==> config.mk <==
export PLATFORM = sky130hd
export DESIGN_NAME = pmicil_top
export DESIGN_NICKNAME = d
export VERILOG_FILES = /design/src/core/pmicil_pkg.sv /design/src/core/pmicil_sync.sv /design/src/core/pmicil_short_timer.sv /design/src/core/pmicil_top.sv
export VERILOG_INCLUDE_DIRS = /design/src /design/src/core
export SDC_FILE = /design/constraint.sdc
export NUM_CORES = 1
export LEC_CHECK = 0
export BUFFER_PORTS_ARGS = -buffer_cell sky130_fd_sc_hd__buf_2
export CAP_MARGIN = 15
export CELL_PAD_IN_SITES_DETAIL_PLACEMENT = 1
export CELL_PAD_IN_SITES_GLOBAL_PLACEMENT = 1
export CORE_MARGIN = 5
export CORE_UTILIZATION = 30
export CTS_CLUSTER_DIAMETER = 50
export DETAILED_ROUTE_END_ITERATION = 7
export GPL_TIMING_DRIVEN = 0
export PLACE_DENSITY = 0.64
export SKIP_LAST_GASP = 1
export SLEW_MARGIN = 30
export SYNTH_ARGS = -nofsm -noshare
export SYNTH_HDL_FRONTEND = slang
export SYNTH_SLANG_ARGS = --single-unit
==> constraint.sdc <==
create_clock -name clk_sys -period 8.8 [get_ports clk_sys]
set_clock_uncertainty 0.1 [all_clocks]
set_input_delay 1.32 -clock clk_sys [delete_from_list [all_inputs] [get_ports clk_sys]]
set_output_delay 1.32 -clock clk_sys [all_outputs]
set_load 0.005 [all_outputs]
==> src/core/pmicil_defines.svh <==
// register offsets, field positions, reset values and timing counts of the event-latch bank
// assumes inclusion by bare name from the synchroniser and top files of the bank
`ifndef PMICIL_DEFINES_SVH
`define PMICIL_DEFINES_SVH

// register offsets on the serial register port
`define PMICIL_SOFTWARE_RESET_BIT_OFFSET   8'h18
`define PMICIL_TOP_OFFSET        8'h19
`define PMICIL_RESET_EVT_OFFSET  8'h1A
`define PMICIL_CONV_OFFSET       8'h1B
`define PMICIL_REG_OFFSET        8'h1C

// top event register fields
`define PMICIL_TOP_POWERGOOD_PIN_BIT     7
`define PMICIL_TOP_REG_SUM_BIT   6
`define PMICIL_TOP_CONV_SUM_BIT  5
`define PMICIL_TOP_CLK_BIT       4
`define PMICIL_TOP_TSD_BIT       3
`define PMICIL_TOP_TWARN_BIT     2
`define PMICIL_TOP_OVP_BIT       1
`define PMICIL_TOP_MEAS_BIT      0

// reset event and software reset fields
`define PMICIL_RESET_EVT_BIT     0
`define PMICIL_SOFTWARE_RESET_BIT_BIT      0

// per-rail event register fields, same layout for converters and regulators
`define PMICIL_RAIL1_PG_BIT      6
`define PMICIL_RAIL1_SC_BIT      5
`define PMICIL_RAIL1_LIM_BIT     4
`define PMICIL_RAIL0_PG_BIT      2
`define PMICIL_RAIL0_SC_BIT      1
`define PMICIL_RAIL0_LIM_BIT     0

// reset values and writable masks
`define PMICIL_EVT_RESET         8'h00
`define PMICIL_RESET_EVT_SET     8'h01
`define PMICIL_TOP_LATCH_MASK    8'h9F
`define PMICIL_RESET_EVT_MASK    8'h01
`define PMICIL_RAIL_EVT_MASK     8'h77

// timing
`define PMICIL_CLK_PERIOD_NS     5
`define PMICIL_SHORT_TIME_NS     1000000
`define PMICIL_SHORT_CYCLES      ((`PMICIL_SHORT_TIME_NS + `PMICIL_CLK_PERIOD_NS - 1) / `PMICIL_CLK_PERIOD_NS)

// number of asynchronous monitor inputs passed through the synchroniser
`define PMICIL_SYNC_WIDTH        18

`endif

==> src/core/pmicil_pkg.sv <==
// types shared by the event-latch bank
// assumes nothing beyond a SystemVerilog compiler
package pmicil_pkg;

    typedef logic [7:0] pmicil_byte_t;
    typedef logic [3:0] pmicil_rail_t;

    // reset event sequence
    typedef enum logic [1:0] {
        PMICIL_SEQ_IDLE  = 2'b00,
        PMICIL_SEQ_CLEAR = 2'b01,
        PMICIL_SEQ_START = 2'b10
    } pmicil_seq_e;

endpackage : pmicil_pkg

==> src/core/pmicil_sync.sv <==
// two-flop synchroniser for the analog monitor inputs
// assumes inputs come from outside the clk_sys domain
`include "pmicil_defines.svh"
module pmicil_sync
    import pmicil_pkg::*;
#(
    parameter int WIDTH = `PMICIL_SYNC_WIDTH
) (
    input  wire logic             clk_sys,
    input  wire logic             rst,
    input  wire logic [WIDTH-1:0] async_in,
    output logic      [WIDTH-1:0] sync_out
);

    logic [WIDTH-1:0] meta_q;

    // first stage is read only by the second stage
    always_ff @(posedge clk_sys or posedge rst) begin
        if (rst) begin
            meta_q   <= '0;
            sync_out <= '0;
        end else begin
            meta_q   <= async_in;
            sync_out <= meta_q;
        end
    end

endmodule : pmicil_sync

==> src/core/pmicil_short_timer.sv <==
// short-circuit qualifier: one pulse after an output stays low longer than the set time
// assumes low is already synchronised to clk_sys
module pmicil_short_timer
    import pmicil_pkg::*;
#(
    parameter int unsigned CYCLES = 200000
) (
    input  wire logic clk_sys,
    input  wire logic rst,
    input  wire logic low,
    output logic      fire
);

    logic [31:0] cnt_q;
    logic        fired_q;

    // count low cycles, fire once per low episode
    always_ff @(posedge clk_sys or posedge rst) begin
        if (rst) begin
            cnt_q   <= 32'h0000_0000;
            fired_q <= 1'b0;
        end else if (!low) begin
            cnt_q   <= 32'h0000_0000;
            fired_q <= 1'b0;
        end else if (!fired_q) begin
            if (cnt_q == 32'(CYCLES)) begin
                fired_q <= 1'b1;
            end else begin
                cnt_q <= cnt_q + 32'h0000_0001;
            end
        end
    end

    assign fire = low && !fired_q && (cnt_q == 32'(CYCLES));
endmodule : pmicil_short_timer

==> src/core/pmicil_top.sv <==
// event-latch bank of the power manager: top, reset, converter and regulator event registers
// assumes a serial register port on clk_sys and asynchronous analog monitor inputs
`include "pmicil_defines.svh"
module pmicil_top
    import pmicil_pkg::*;
#(
    parameter int unsigned SHORT_CYCLES = `PMICIL_SHORT_CYCLES
) (
    input  wire logic         clk_sys,
    input  wire logic         rst,
    input  wire pmicil_byte_t reg_addr,
    input  wire logic         reg_wr,
    input  wire logic         reg_rd,
    input  wire pmicil_byte_t reg_wdata,
    output pmicil_byte_t      reg_rdata,
    input  wire logic         powergood_pin,
    input  wire logic         sync_clock_valid,
    input  wire logic         thermal_shutdown_live,
    input  wire logic         thermal_warning_live,
    input  wire logic         overvoltage_live,
    input  wire logic         analog_supply_low,
    input  wire pmicil_rail_t rail_pg_bad,
    input  wire pmicil_rail_t rail_short_low,
    input  wire pmicil_rail_t rail_limit_live,
    input  wire logic         measurement_done,
    input  wire pmicil_rail_t rail_enable_req,
    input  wire logic         general_output_a_req,
    input  wire logic         general_output_b_req,
    input  wire pmicil_byte_t top_mask,
    input  wire logic         reset_mask,
    input  wire pmicil_byte_t conv_mask,
    input  wire pmicil_byte_t reg_mask,
    output pmicil_rail_t      rail_enable,
    output logic              general_output_a,
    output logic              general_output_b,
    output logic              irq,
    output logic              startup_req,
    output logic              serial_reset_req
);

    ////////////////////////////////////////////////////////////////////////////////////////
    // helpers

    // write decode for one register offset
    function automatic logic addr_hit(input logic wr, input pmicil_byte_t addr,
                                      input pmicil_byte_t off);
        return wr && (addr == off);
    endfunction : addr_hit

    // write-one-to-clear update, a set in the same cycle wins
    function automatic pmicil_byte_t w1c(input pmicil_byte_t cur, input pmicil_byte_t set,
                                         input logic hit, input pmicil_byte_t wdata,
                                         input pmicil_byte_t valid);
        pmicil_byte_t clr;
        clr = hit ? wdata : `PMICIL_EVT_RESET;
        return (set | (cur & ~clr)) & valid;
    endfunction : w1c

    // place the event pulses of a rail pair into their register layout
    function automatic pmicil_byte_t rail_pack(input logic [1:0] pg, input logic [1:0] sc,
                                               input logic [1:0] lim);
        pmicil_byte_t b;
        b = `PMICIL_EVT_RESET;
        b[`PMICIL_RAIL1_PG_BIT]  = pg[1];
        b[`PMICIL_RAIL1_SC_BIT]  = sc[1];
        b[`PMICIL_RAIL1_LIM_BIT] = lim[1];
        b[`PMICIL_RAIL0_PG_BIT]  = pg[0];
        b[`PMICIL_RAIL0_SC_BIT]  = sc[0];
        b[`PMICIL_RAIL0_LIM_BIT] = lim[0];
        return b;
    endfunction : rail_pack

    ////////////////////////////////////////////////////////////////////////////////////////
    // input synchronisation and edge detection

    logic [17:0]  sync_s;
    logic [9:0]   prev_q;
    logic         powergood_pin_s;
    logic         clkv_s;
    logic         tsd_s;
    logic         twarn_s;
    logic         ovp_s;
    logic         uv_s;
    pmicil_rail_t pg_bad_s;
    pmicil_rail_t short_s;
    pmicil_rail_t limit_s;

    pmicil_sync #(
        .WIDTH    (`PMICIL_SYNC_WIDTH)
    ) u_sync (
        .clk_sys  (clk_sys),
        .rst      (rst),
        .async_in ({powergood_pin, sync_clock_valid, thermal_shutdown_live,
                    thermal_warning_live, overvoltage_live, analog_supply_low,
                    rail_pg_bad, rail_short_low, rail_limit_live}),
        .sync_out (sync_s)
    );

    // unpack the synchronised monitors
    assign {powergood_pin_s, clkv_s, tsd_s, twarn_s, ovp_s, uv_s, pg_bad_s, short_s, limit_s} = sync_s;

    // previous values for edge detection
    always_ff @(posedge clk_sys or posedge rst) begin
        if (rst) begin
            prev_q <= 10'h000;
        end else begin
            prev_q <= {powergood_pin_s, clkv_s, tsd_s, twarn_s, ovp_s, uv_s, pg_bad_s};
        end
    end

    logic         powergood_pin_fall;
    logic         clk_edge;
    logic         tsd_rise;
    logic         twarn_rise;
    logic         ovp_rise;
    logic         uv_rise;
    pmicil_rail_t pg_rise;
    pmicil_rail_t short_fire;

    // event pulses from the monitors
    assign powergood_pin_fall = prev_q[9] && !powergood_pin_s;
    assign clk_edge   = prev_q[8] ^ clkv_s;
    assign tsd_rise   = !prev_q[7] && tsd_s;
    assign twarn_rise = !prev_q[6] && twarn_s;
    assign ovp_rise   = !prev_q[5] && ovp_s;
    assign uv_rise    = !prev_q[4] && uv_s;
    assign pg_rise    = ~prev_q[3:0] & pg_bad_s;

    // one short-circuit qualifier per rail: 0 conv0, 1 conv1, 2 reg0, 3 reg1
    for (genvar r = 0; r < 4; r++) begin : g_short
        pmicil_short_timer #(
            .CYCLES  (SHORT_CYCLES)
        ) u_short (
            .clk_sys (clk_sys),
            .rst     (rst),
            .low     (short_s[r]),
            .fire    (short_fire[r])
        );
    end

    ////////////////////////////////////////////////////////////////////////////////////////
    // reset event sequence

    pmicil_seq_e seq_q;
    pmicil_seq_e seq_d;
    logic        soft_trig;
    logic        reset_trig;
    logic        bank_clear;

    assign soft_trig  = addr_hit(reg_wr, reg_addr, `PMICIL_SOFTWARE_RESET_BIT_OFFSET)
                        && reg_wdata[`PMICIL_SOFTWARE_RESET_BIT_BIT];
    assign reset_trig = soft_trig || uv_rise;
    assign bank_clear = (seq_q == PMICIL_SEQ_CLEAR);

    // clear the bank, then request the startup procedure
    always_comb begin
        seq_d = seq_q;
        unique case (seq_q)
            PMICIL_SEQ_IDLE:  if (reset_trig) seq_d = PMICIL_SEQ_CLEAR;
            PMICIL_SEQ_CLEAR: seq_d = PMICIL_SEQ_START;
            PMICIL_SEQ_START: seq_d = reset_trig ? PMICIL_SEQ_CLEAR : PMICIL_SEQ_IDLE;
            default:          seq_d = PMICIL_SEQ_IDLE;
        endcase
    end

    always_ff @(posedge clk_sys or posedge rst) begin
        if (rst) begin
            seq_q <= PMICIL_SEQ_IDLE;
        end else begin
            seq_q <= seq_d;
        end
    end

    assign startup_req = (seq_q == PMICIL_SEQ_START);

    // serial port reset pulse on a software reset write
    always_ff @(posedge clk_sys or posedge rst) begin
        if (rst) begin
            serial_reset_req <= 1'b0;
        end else begin
            serial_reset_req <= soft_trig;
        end
    end

    ////////////////////////////////////////////////////////////////////////////////////////
    // event registers

    pmicil_byte_t top_q;
    pmicil_byte_t reset_q;
    pmicil_byte_t conv_q;
    pmicil_byte_t reg_q;
    pmicil_byte_t top_set;
    pmicil_byte_t conv_set;
    pmicil_byte_t reg_set;

    // set vectors of the top, converter and regulator registers
    always_comb begin
        top_set                        = `PMICIL_EVT_RESET;
        top_set[`PMICIL_TOP_POWERGOOD_PIN_BIT] = powergood_pin_fall;
        top_set[`PMICIL_TOP_CLK_BIT]   = clk_edge;
        top_set[`PMICIL_TOP_TSD_BIT]   = tsd_rise;
        top_set[`PMICIL_TOP_TWARN_BIT] = twarn_rise;
        top_set[`PMICIL_TOP_OVP_BIT]   = ovp_rise;
        top_set[`PMICIL_TOP_MEAS_BIT]  = measurement_done;
    end

    assign conv_set = rail_pack(pg_rise[1:0], short_fire[1:0], limit_s[1:0]);
    assign reg_set  = rail_pack(pg_rise[3:2], short_fire[3:2], limit_s[3:2]);

    // top latched bits, summaries are not stored
    always_ff @(posedge clk_sys or posedge rst) begin
        if (rst) begin
            top_q <= `PMICIL_EVT_RESET;
        end else if (bank_clear) begin
            top_q <= `PMICIL_EVT_RESET;
        end else begin
            top_q <= w1c(top_q, top_set, addr_hit(reg_wr, reg_addr, `PMICIL_TOP_OFFSET),
                         reg_wdata, `PMICIL_TOP_LATCH_MASK);
        end
    end

    // reset event register, set by the bank clear itself
    always_ff @(posedge clk_sys or posedge rst) begin
        if (rst) begin
            reset_q <= `PMICIL_EVT_RESET;
        end else if (bank_clear) begin
            reset_q <= `PMICIL_RESET_EVT_SET;
        end else begin
            reset_q <= w1c(reset_q, `PMICIL_EVT_RESET,
                           addr_hit(reg_wr, reg_addr, `PMICIL_RESET_EVT_OFFSET),
                           reg_wdata, `PMICIL_RESET_EVT_MASK);
        end
    end

    // converter and regulator event registers
    always_ff @(posedge clk_sys or posedge rst) begin
        if (rst) begin
            conv_q <= `PMICIL_EVT_RESET;
            reg_q  <= `PMICIL_EVT_RESET;
        end else if (bank_clear) begin
            conv_q <= `PMICIL_EVT_RESET;
            reg_q  <= `PMICIL_EVT_RESET;
        end else begin
            conv_q <= w1c(conv_q, conv_set, addr_hit(reg_wr, reg_addr, `PMICIL_CONV_OFFSET),
                          reg_wdata, `PMICIL_RAIL_EVT_MASK);
            reg_q  <= w1c(reg_q, reg_set, addr_hit(reg_wr, reg_addr, `PMICIL_REG_OFFSET),
                          reg_wdata, `PMICIL_RAIL_EVT_MASK);
        end
    end

    pmicil_byte_t top_view;

    // top register as read, summaries follow the rail registers
    always_comb begin
        top_view                          = top_q;
        top_view[`PMICIL_TOP_REG_SUM_BIT]  = |reg_q;
        top_view[`PMICIL_TOP_CONV_SUM_BIT] = |conv_q;
    end

    // registered read data, unmapped offsets and the reset command read zero
    always_ff @(posedge clk_sys or posedge rst) begin
        if (rst) begin
            reg_rdata <= `PMICIL_EVT_RESET;
        end else if (reg_rd) begin
            case (reg_addr)
                `PMICIL_TOP_OFFSET:       reg_rdata <= top_view;
                `PMICIL_RESET_EVT_OFFSET: reg_rdata <= reset_q;
                `PMICIL_CONV_OFFSET:      reg_rdata <= conv_q;
                `PMICIL_REG_OFFSET:       reg_rdata <= reg_q;
                default:                  reg_rdata <= `PMICIL_EVT_RESET;
            endcase
        end
    end

    ////////////////////////////////////////////////////////////////////////////////////////
    // protection actions and interrupt

    logic         trip;
    pmicil_rail_t hold_q;

    assign trip = tsd_rise || ovp_rise || bank_clear;

    // a tripped rail stays off until its request is withdrawn
    always_ff @(posedge clk_sys or posedge rst) begin
        if (rst) begin
            hold_q <= 4'h0;
        end else if (trip) begin
            hold_q <= 4'hF;
        end else begin
            hold_q <= hold_q & rail_enable_req;
        end
    end

    // rail enables and general outputs
    always_ff @(posedge clk_sys or posedge rst) begin
        if (rst) begin
            rail_enable      <= 4'h0;
            general_output_a <= 1'b0;
            general_output_b <= 1'b0;
        end else begin
            rail_enable      <= rail_enable_req & ~hold_q & ~{4{trip}}
                                & ~{4{top_q[`PMICIL_TOP_TSD_BIT]}};
            general_output_a <= general_output_a_req && !trip
                                && !top_q[`PMICIL_TOP_TSD_BIT] && !top_q[`PMICIL_TOP_OVP_BIT];
            general_output_b <= general_output_b_req && !trip
                                && !top_q[`PMICIL_TOP_TSD_BIT] && !top_q[`PMICIL_TOP_OVP_BIT];
        end
    end

    logic pending;

    assign pending = |(top_q & ~top_mask) || (reset_q[`PMICIL_RESET_EVT_BIT] && !reset_mask)
                     || |(conv_q & ~conv_mask) || |(reg_q & ~reg_mask);

    // interrupt level, one cycle behind the latches
    always_ff @(posedge clk_sys or posedge rst) begin
        if (rst) begin
            irq <= 1'b0;
        end else begin
            irq <= pending;
        end
    end
endmodule : pmicil_top

* Yosys cells after proc, flatten, opt, wreduce, memory -nomap -nowiden
Index checks and enable logic that the tools add are counted.
** Storage, ports and cells
- Bits in registers :: 223
- Input port bits :: 70
- Output and inout port bits :: 17
- Word-level logic and storage cells :: 166
** Cells by class
- Add/subtract/negate cells :: 4
- Eq/ne operators :: 20
- Muxes and demuxes :: 37
- Bitwise gates (word level) :: 27
- Reduce and logical (&&, ||, !) cells :: 55
** Operators with widths (number)
- 2-to-1 mux 32 bit :: 12
- adder 32 x 1 -> 32 bit (second input constant) :: 4
- equality test 32 x 18 -> 1 bit (second input constant) :: 4
- equality test 8 x 5 -> 1 bit (second input constant) :: 5
- OR reduction 8 bit :: 5
- NOT 8 bit :: 4
- one-hot mux 8 bit (4 select lines) :: 1
- 2-to-1 mux 7 bit :: 4
- logical AND 1 bit :: 26
- bitwise AND 4 bit :: 5
- != test 2 bit (second input constant) :: 9
- bitwise AND 7 x 8 -> 8 bit :: 2
- bitwise AND 8 bit :: 2
- 2-to-1 mux 8 bit :: 2
- NOT 4 bit :: 4
- 2-to-1 mux 1 bit :: 15
- bitwise AND 7 bit :: 2
- NOT 7 bit :: 2
- bitwise OR 7 bit :: 2
- logical NOT 1 bit :: 13
- bitwise OR 8 bit :: 1
- AND reduction 2 bit :: 4
- logical OR 1 bit :: 6
- one-hot mux 2 bit (3 select lines) :: 1
- other kinds (8) :: 8

* Depth between registers and ports, before layout
- Depth in word-level cells :: 8
- Mapped depth :: 8
- Depth with buffers taken out :: 7

* By module
A second synthesis with hierarchy kept.
** Second synthesis, totals
- Cell total of the unflattened synthesis :: 1030
- Area total of the unflattened synthesis :: 10839.1 µm²
** Modules (own cells, without submodules)
- pmicil_short_timer (g_short[0].u_short ...) :: instances 3, cells each 192, area an instance 1916.8 µm², sequential area each 825.8 µm²
- pmicil_top :: instances 1, cells each 230, area an instance 2289.7 µm², sequential area each 1276.2 µm²
- pmicil_short_timer (g_short[1].u_short) :: instances 1, cells each 187, area an instance 1894.3 µm², sequential area each 825.8 µm²
- pmicil_sync :: instances 1, cells each 37, area an instance 904.6 µm², sequential area each 900.9 µm²

* Worst setup path after synthesis
No wires, ideal clock.
- Kind :: input to register
- Start :: in reg_addr[5]
- End :: reg top_q[0]
- Library setup time :: 135 ps
- Arrival time :: 2519 ps
- Required time :: 8565 ps
- Setup slack :: 6045 ps
- Stages :: 5
- Path buffers :: 0
- Cell sequence :: or4b_1 -> nor2_1 -> nand4b_1 -> nor4b_1 -> nor3_1
** Between the ends
- Cells in the longest elaborated chain, start to end :: 7
** Ends and longest elaborated chain
- from (decl) :: RTL line pmicil_top.sv:11 : input wire pmicil_byte_t reg_addr,
- equality test 8 x 5 -> 1 bit :: RTL line pmicil_top.sv:47 : return wr && (addr == off);
- logical AND 1 bit :: RTL line pmicil_top.sv:47
- 2-to-1 mux 8 bit (no source line)
- NOT 8 bit :: RTL line pmicil_top.sv:56 : return (set | (cur & ~clr)) & valid;
- bitwise AND 8 bit :: RTL line pmicil_top.sv:56
- bitwise OR 8 bit :: RTL line pmicil_top.sv:56
- 2-to-1 mux 8 bit :: RTL line pmicil_top.sv:214 : end else if (bank_clear) begin
- to (signal assigned) :: RTL line pmicil_top.sv:213 : top_q <= `PMICIL_EVT_RESET;
- to (signal assigned) :: RTL line pmicil_top.sv:215 : top_q <= `PMICIL_EVT_RESET;
- to (signal assigned) :: RTL line pmicil_top.sv:217 : top_q <= w1c(top_q, top_set, addr_hit(reg_wr, reg_addr, `PMICIL_TOP_OFFSET),
- to (decl) :: RTL line pmicil_top.sv:188 : pmicil_byte_t top_q;
Every way passes these cells.
A chain may end at the register's enable or synchronous reset.

* Worst setup path after layout
- Start :: in reg_addr[5]
- End :: reg seq_q[0]
** Between the ends
- Cells in the longest elaborated chain, start to end :: 6
- Elaborated cells between the ends (all ways) :: 7
- Classes of those cells :: eq/ne: 2; mux: 2; reduce/logical: 3
** Ends and longest elaborated chain
- equality test 8 x 5 -> 1 bit (*) :: RTL line pmicil_top.sv:47
- logical AND 1 bit (*) :: RTL line pmicil_top.sv:47
- logical AND 1 bit (*) :: RTL line pmicil_top.sv:150 : assign soft_trig = addr_hit(reg_wr, reg_addr, `PMICIL_SOFTWARE_RESET_BIT_OFFSET)
- net soft_trig :: RTL line pmicil_top.sv:146 : logic soft_trig;
- logical OR 1 bit (*) :: RTL line pmicil_top.sv:152 : assign reset_trig = soft_trig || uv_rise;
- 2-to-1 mux 1 bit :: RTL line pmicil_top.sv:161 : PMICIL_SEQ_START: seq_d = reset_trig ? PMICIL_SEQ_CLEAR : PMICIL_SEQ_IDLE;
- one-hot mux 2 bit (3 select lines) :: RTL line pmicil_top.sv:158 : unique case (seq_q)
- to (signal assigned) :: RTL line pmicil_top.sv:170 : seq_q <= seq_d;
- to (decl) :: RTL line pmicil_top.sv:144 : pmicil_seq_e seq_q;
Mark *: on every way through the listed nets, which the timed path passes. The rest lies on a longest branch.

==> metrics.cfg <==
[final_layout]
filler_cell_count=3855
mostFrequentLayoutCell=sky130_fd_sc_hd__dfrtp_1
nNetsFinal=1208
antenna-diode-count=0
area.growth.synth_to_final_pct=20.2
drive_gt1_share_pct=13.2
most_used_cells_in_the_layout_excluding_fill_and_tap_cells=sky130_fd_sc_hd__dfrtp_1, sky130_fd_sc_hd__and2_1, sky130_fd_sc_hd__nand2_1
fin_util_pct=36.3

[cts]
max-clock-path-buffers=3
ctsHtreeMaxLevel=1
cts_resized=0
tritoncts=done
cts_num_sinks=219
worst_skew_pair.late_latency_ns=0.57
clkSlewWorstSetupHoldPaths_ns=0.06
post_cts.repair.setup_buffers=0
cts_inserted_buffers=31
hold_buffers=0
clk_root_buffer_cell=sky130_fd_sc_hd__clkbuf_16

[synth]
synthFlopType=sky130_fd_sc_hd__dfrtp_1
syn_area_per_cell_um2=10.2
synth-seq-cells=219
synth.net_count=1094
netlist_area_mm2=0.0104
yosys_warnings=0
postSynth.asyncResetShare_pct=100
synth_edf_count=0
yosys.cell_types.count=53
synthesized_instance_count=1016
proportion_of_synthesized_chip_area_in_sequential_cells_pct=52.9

[floorplan]
die_width_um=196
design.portCount=87
rows=68
dieHeight_um=196
core_region_area_mm2=0.0343
initial_core_util_pct=30.2
die_area_mm2=0.0384

[pwr]
seq_power_share_pct=44.1
power-per-cell-area_mw_per_mm2=193
power_frac_clock_pct=51.1
combPwrFrac_pct=4.8
power.total_mw=2.40
cellInternalPower_mw=1.81
vdd.ir_drop.worst_mv=0.139
leakagePower_nw=5.53
net_switching_power_figure_mw=0.586
power.switching_fraction_pct=24.4

[setup_path]
crit_end=seq_q[0]
worstPathCellList=buf_2 > or4b_1 > nor2_1 > nand4b_1 > nor3_1 > o21ba_2
crit_path_start=reg_addr[5]
setup.worst_path.end_class=flip-flop
worstSetupStartpointType=input port
ff2ff_setup_slack_ns=6.35
timing.critical_path.arrival_ns=3.14
setup.worst_path.class=in -> reg
timing.critical_path.slowest_cell_delay_ns=0.57
worstRegToRegCells=7
critical_path_required_ns=9.21
r2r_end=g_short[2].u_short.cnt_q[31]
timing.critical_path.fanout_max=4
critical-path-slowest-cell=sky130_fd_sc_hd__or4b_1
r2r-start=u_sync.sync_out[6]

[sta]
layout_min_cycle_time_ns=2.72
final_max_slew_viol_count=0
finalCritPeriodShare_pct=30.9
totalNegativeSetupSlack_ns=0
fin_worst_hold_slack_ns=0.247
final_hold_vio_count=0
setup_viol=0
max_slew_margin_pct=49.5
pin_slew_with_the_least_headroom_to_its_limit_ns=0.751
rsz0062_at_grt=no
clock.fmax_mhz=367
fin_ws_ns=6.08

[route]
routed-via-count=7866
drcViolationCount=0
drtPass1Iterations=4
post_drt_wl_per_cell_um=16.7
ant_nets=0
initialDrtViolationCount=371
wirelength_mm=26.9
average_via_count_per_standard_cell=4.89

[place]
place.detailed.hpwl_mm=19.4
io_port_bufs=78
placement.setup.worst_slack_ns=5.40
gp_routability_congestion=0.768

[flow_run]
maxCapViolCount=0

[global_routing]
grt_start_max_net_pins=86
grt_overflow=0
wire_length_of_the_first_global_routing_pass_mm=45.1
global_route.usage.total_pct=14.0
grt_antenna_before_repair=0
first_global_vias=8414

[min_path]
hp-class=reg -> reg
hold_crit_start=u_sync.sync_out[12]

[run_status]
result_of_the_run=finished, final reports clean

## layout make-up
| class | instances | area (um^2) | share of cell area (%) |
|---|---|---|---|
| clock inverters | 23 | 233 | 1.87 |
| multi-input cells | 710 | 4550 | 36.5 |
| repair buffers | 81 | 473 | 3.80 |
| flip-flops and latches | 219 | 5480 | 44.0 |
| inverters | 50 | 195 | 1.57 |
| plain buffers | 37 | 146 | 1.17 |
| clock buffers | 35 | 811 | 6.51 |
| well taps | 455 | 569 | 4.57 |
## worst max-delay path, delay by kind of cell
family	cells	cell delay [ns]
compound gates	1	0.22
simple gates	4	1.50
buf+inv	1	0.10
## metrics by stage
stage | std cells | instance area, um^2
after floorplan | 1016 | 10400
after global placement | 1549 | 11300
after detailed placement | 1552 | 11400
after CTS | 1610 | 12500
after global routing | 1610 | 12500
final | 1610 | 12500
## power groups by stage
stage	Sequential (mW)	Combinational [mW]	Clock [mW]
2_1_floorplan	1.07	0.0681	0
3_3_place_gp	1.07	0.112	0
3_5_place_dp	1.08	0.119	0
4_1_cts	1.06	0.120	1.27
5_1_grt	1.06	0.134	1.31
6_report	1.06	0.116	1.23
## routing by layer
metal | share of wire (%) | global-route usage (%)
met5 | 0 | 0
met4 | 2.4 | 3.62
met3 | 3.8 | 2.22
met2 | 45 | 22.6
met1 | 49 | 19.9
## sequential cells by signal, summed over array words and instances (netlist names)
register                 cells
g_short.u_short.cnt_q      128
u_sync.meta_q               18
u_sync.sync_out             18
prev_q                      10
reg_rdata                    8
conv_q                       6
reg_q                        6
top_q                        6
g_short.u_short.fired_q      4
hold_q                       4
rail_enable                  4
seq_q                        2
general_output_a             1
general_output_b             1
irq                          1
reset_q                      1
serial_reset_req             1
## cell usage after synthesis, types with 2 or more instances
cell                       number  share of area [%]
sky130_fd_sc_hd__and4bb_2       2               0.24
sky130_fd_sc_hd__and4_1        13                1.1
sky130_fd_sc_hd__dfrtp_1      219                 53
sky130_fd_sc_hd__o31ai_1        6               0.43
sky130_fd_sc_hd__nor2b_1       17                1.0
sky130_fd_sc_hd__xor2_1        37                3.1
sky130_fd_sc_hd__nand3_1       46                2.2
sky130_fd_sc_hd__o21ai_0       24                1.2
sky130_fd_sc_hd__ha_1           8               0.97
sky130_fd_sc_hd__and3_1        13               0.78
sky130_fd_sc_hd__nand3b_1       7               0.51
sky130_fd_sc_hd__nor3b_1       11               0.80
sky130_fd_sc_hd__xnor2_1       60                5.1
sky130_fd_sc_hd__o22ai_1       14               0.84
sky130_fd_sc_hd__nand4b_1       2               0.17
sky130_fd_sc_hd__a21boi_0       7               0.51
sky130_fd_sc_hd__o211ai_1       4               0.29
sky130_fd_sc_hd__a21boi_1       2               0.14
sky130_fd_sc_hd__mux2i_1       12                1.2
sky130_fd_sc_hd__nor4b_1        8               0.68
sky130_fd_sc_hd__nand2_1       94                3.4
sky130_fd_sc_hd__o21ai_1        3               0.14
sky130_fd_sc_hd__and2_1       100                6.0
sky130_fd_sc_hd__nor2_1        30                1.1
sky130_fd_sc_hd__clkbuf_1      30                1.1
sky130_fd_sc_hd__or3_1          8               0.48
sky130_fd_sc_hd__buf_2          6               0.29
sky130_fd_sc_hd__inv_1         50                1.8
sky130_fd_sc_hd__nor3_1        24                1.2
sky130_fd_sc_hd__nor3_2         2               0.19
sky130_fd_sc_hd__nand4_1       44                2.7
sky130_fd_sc_hd__a22o_1         3               0.25
sky130_fd_sc_hd__a21oi_1       22                1.1
sky130_fd_sc_hd__nor4_1        38                2.3
sky130_fd_sc_hd__a22oi_1        4               0.29
sky130_fd_sc_hd__or4_1          6               0.43
sky130_fd_sc_hd__nor4bb_1       8               0.77
sky130_fd_sc_hd__nand2b_1      17                1.0
## worst min-delay path by stage
stage | end | slack, ns | depth (start not counted)
after floorplan | u_sync.sync_out[0] | 0.23 | 0
after global placement | u_sync.sync_out[15] | 0.23 | 0
after detailed placement | u_sync.sync_out[6] | 0.24 | 0
after CTS | prev_q[4] | 0.24 | 0
after global routing | u_sync.sync_out[7] | 0.25 | 0
final | prev_q[4] | 0.25 | 0
## kinds of logic (layout without fill, tap and decap cells)
kind of cell	after synthesis	count (layout)	share of synthesized area, %
flops	219	219	52.9
compound gates	98	98	5.88
xor+xnor	97	97	8.20
fa+ha+maj	8	8	0.966
simple gates	495	495	27.7
mux	12	12	1.16
buf+inv	87	226	3.22
(Power assumes the default switching activity.)
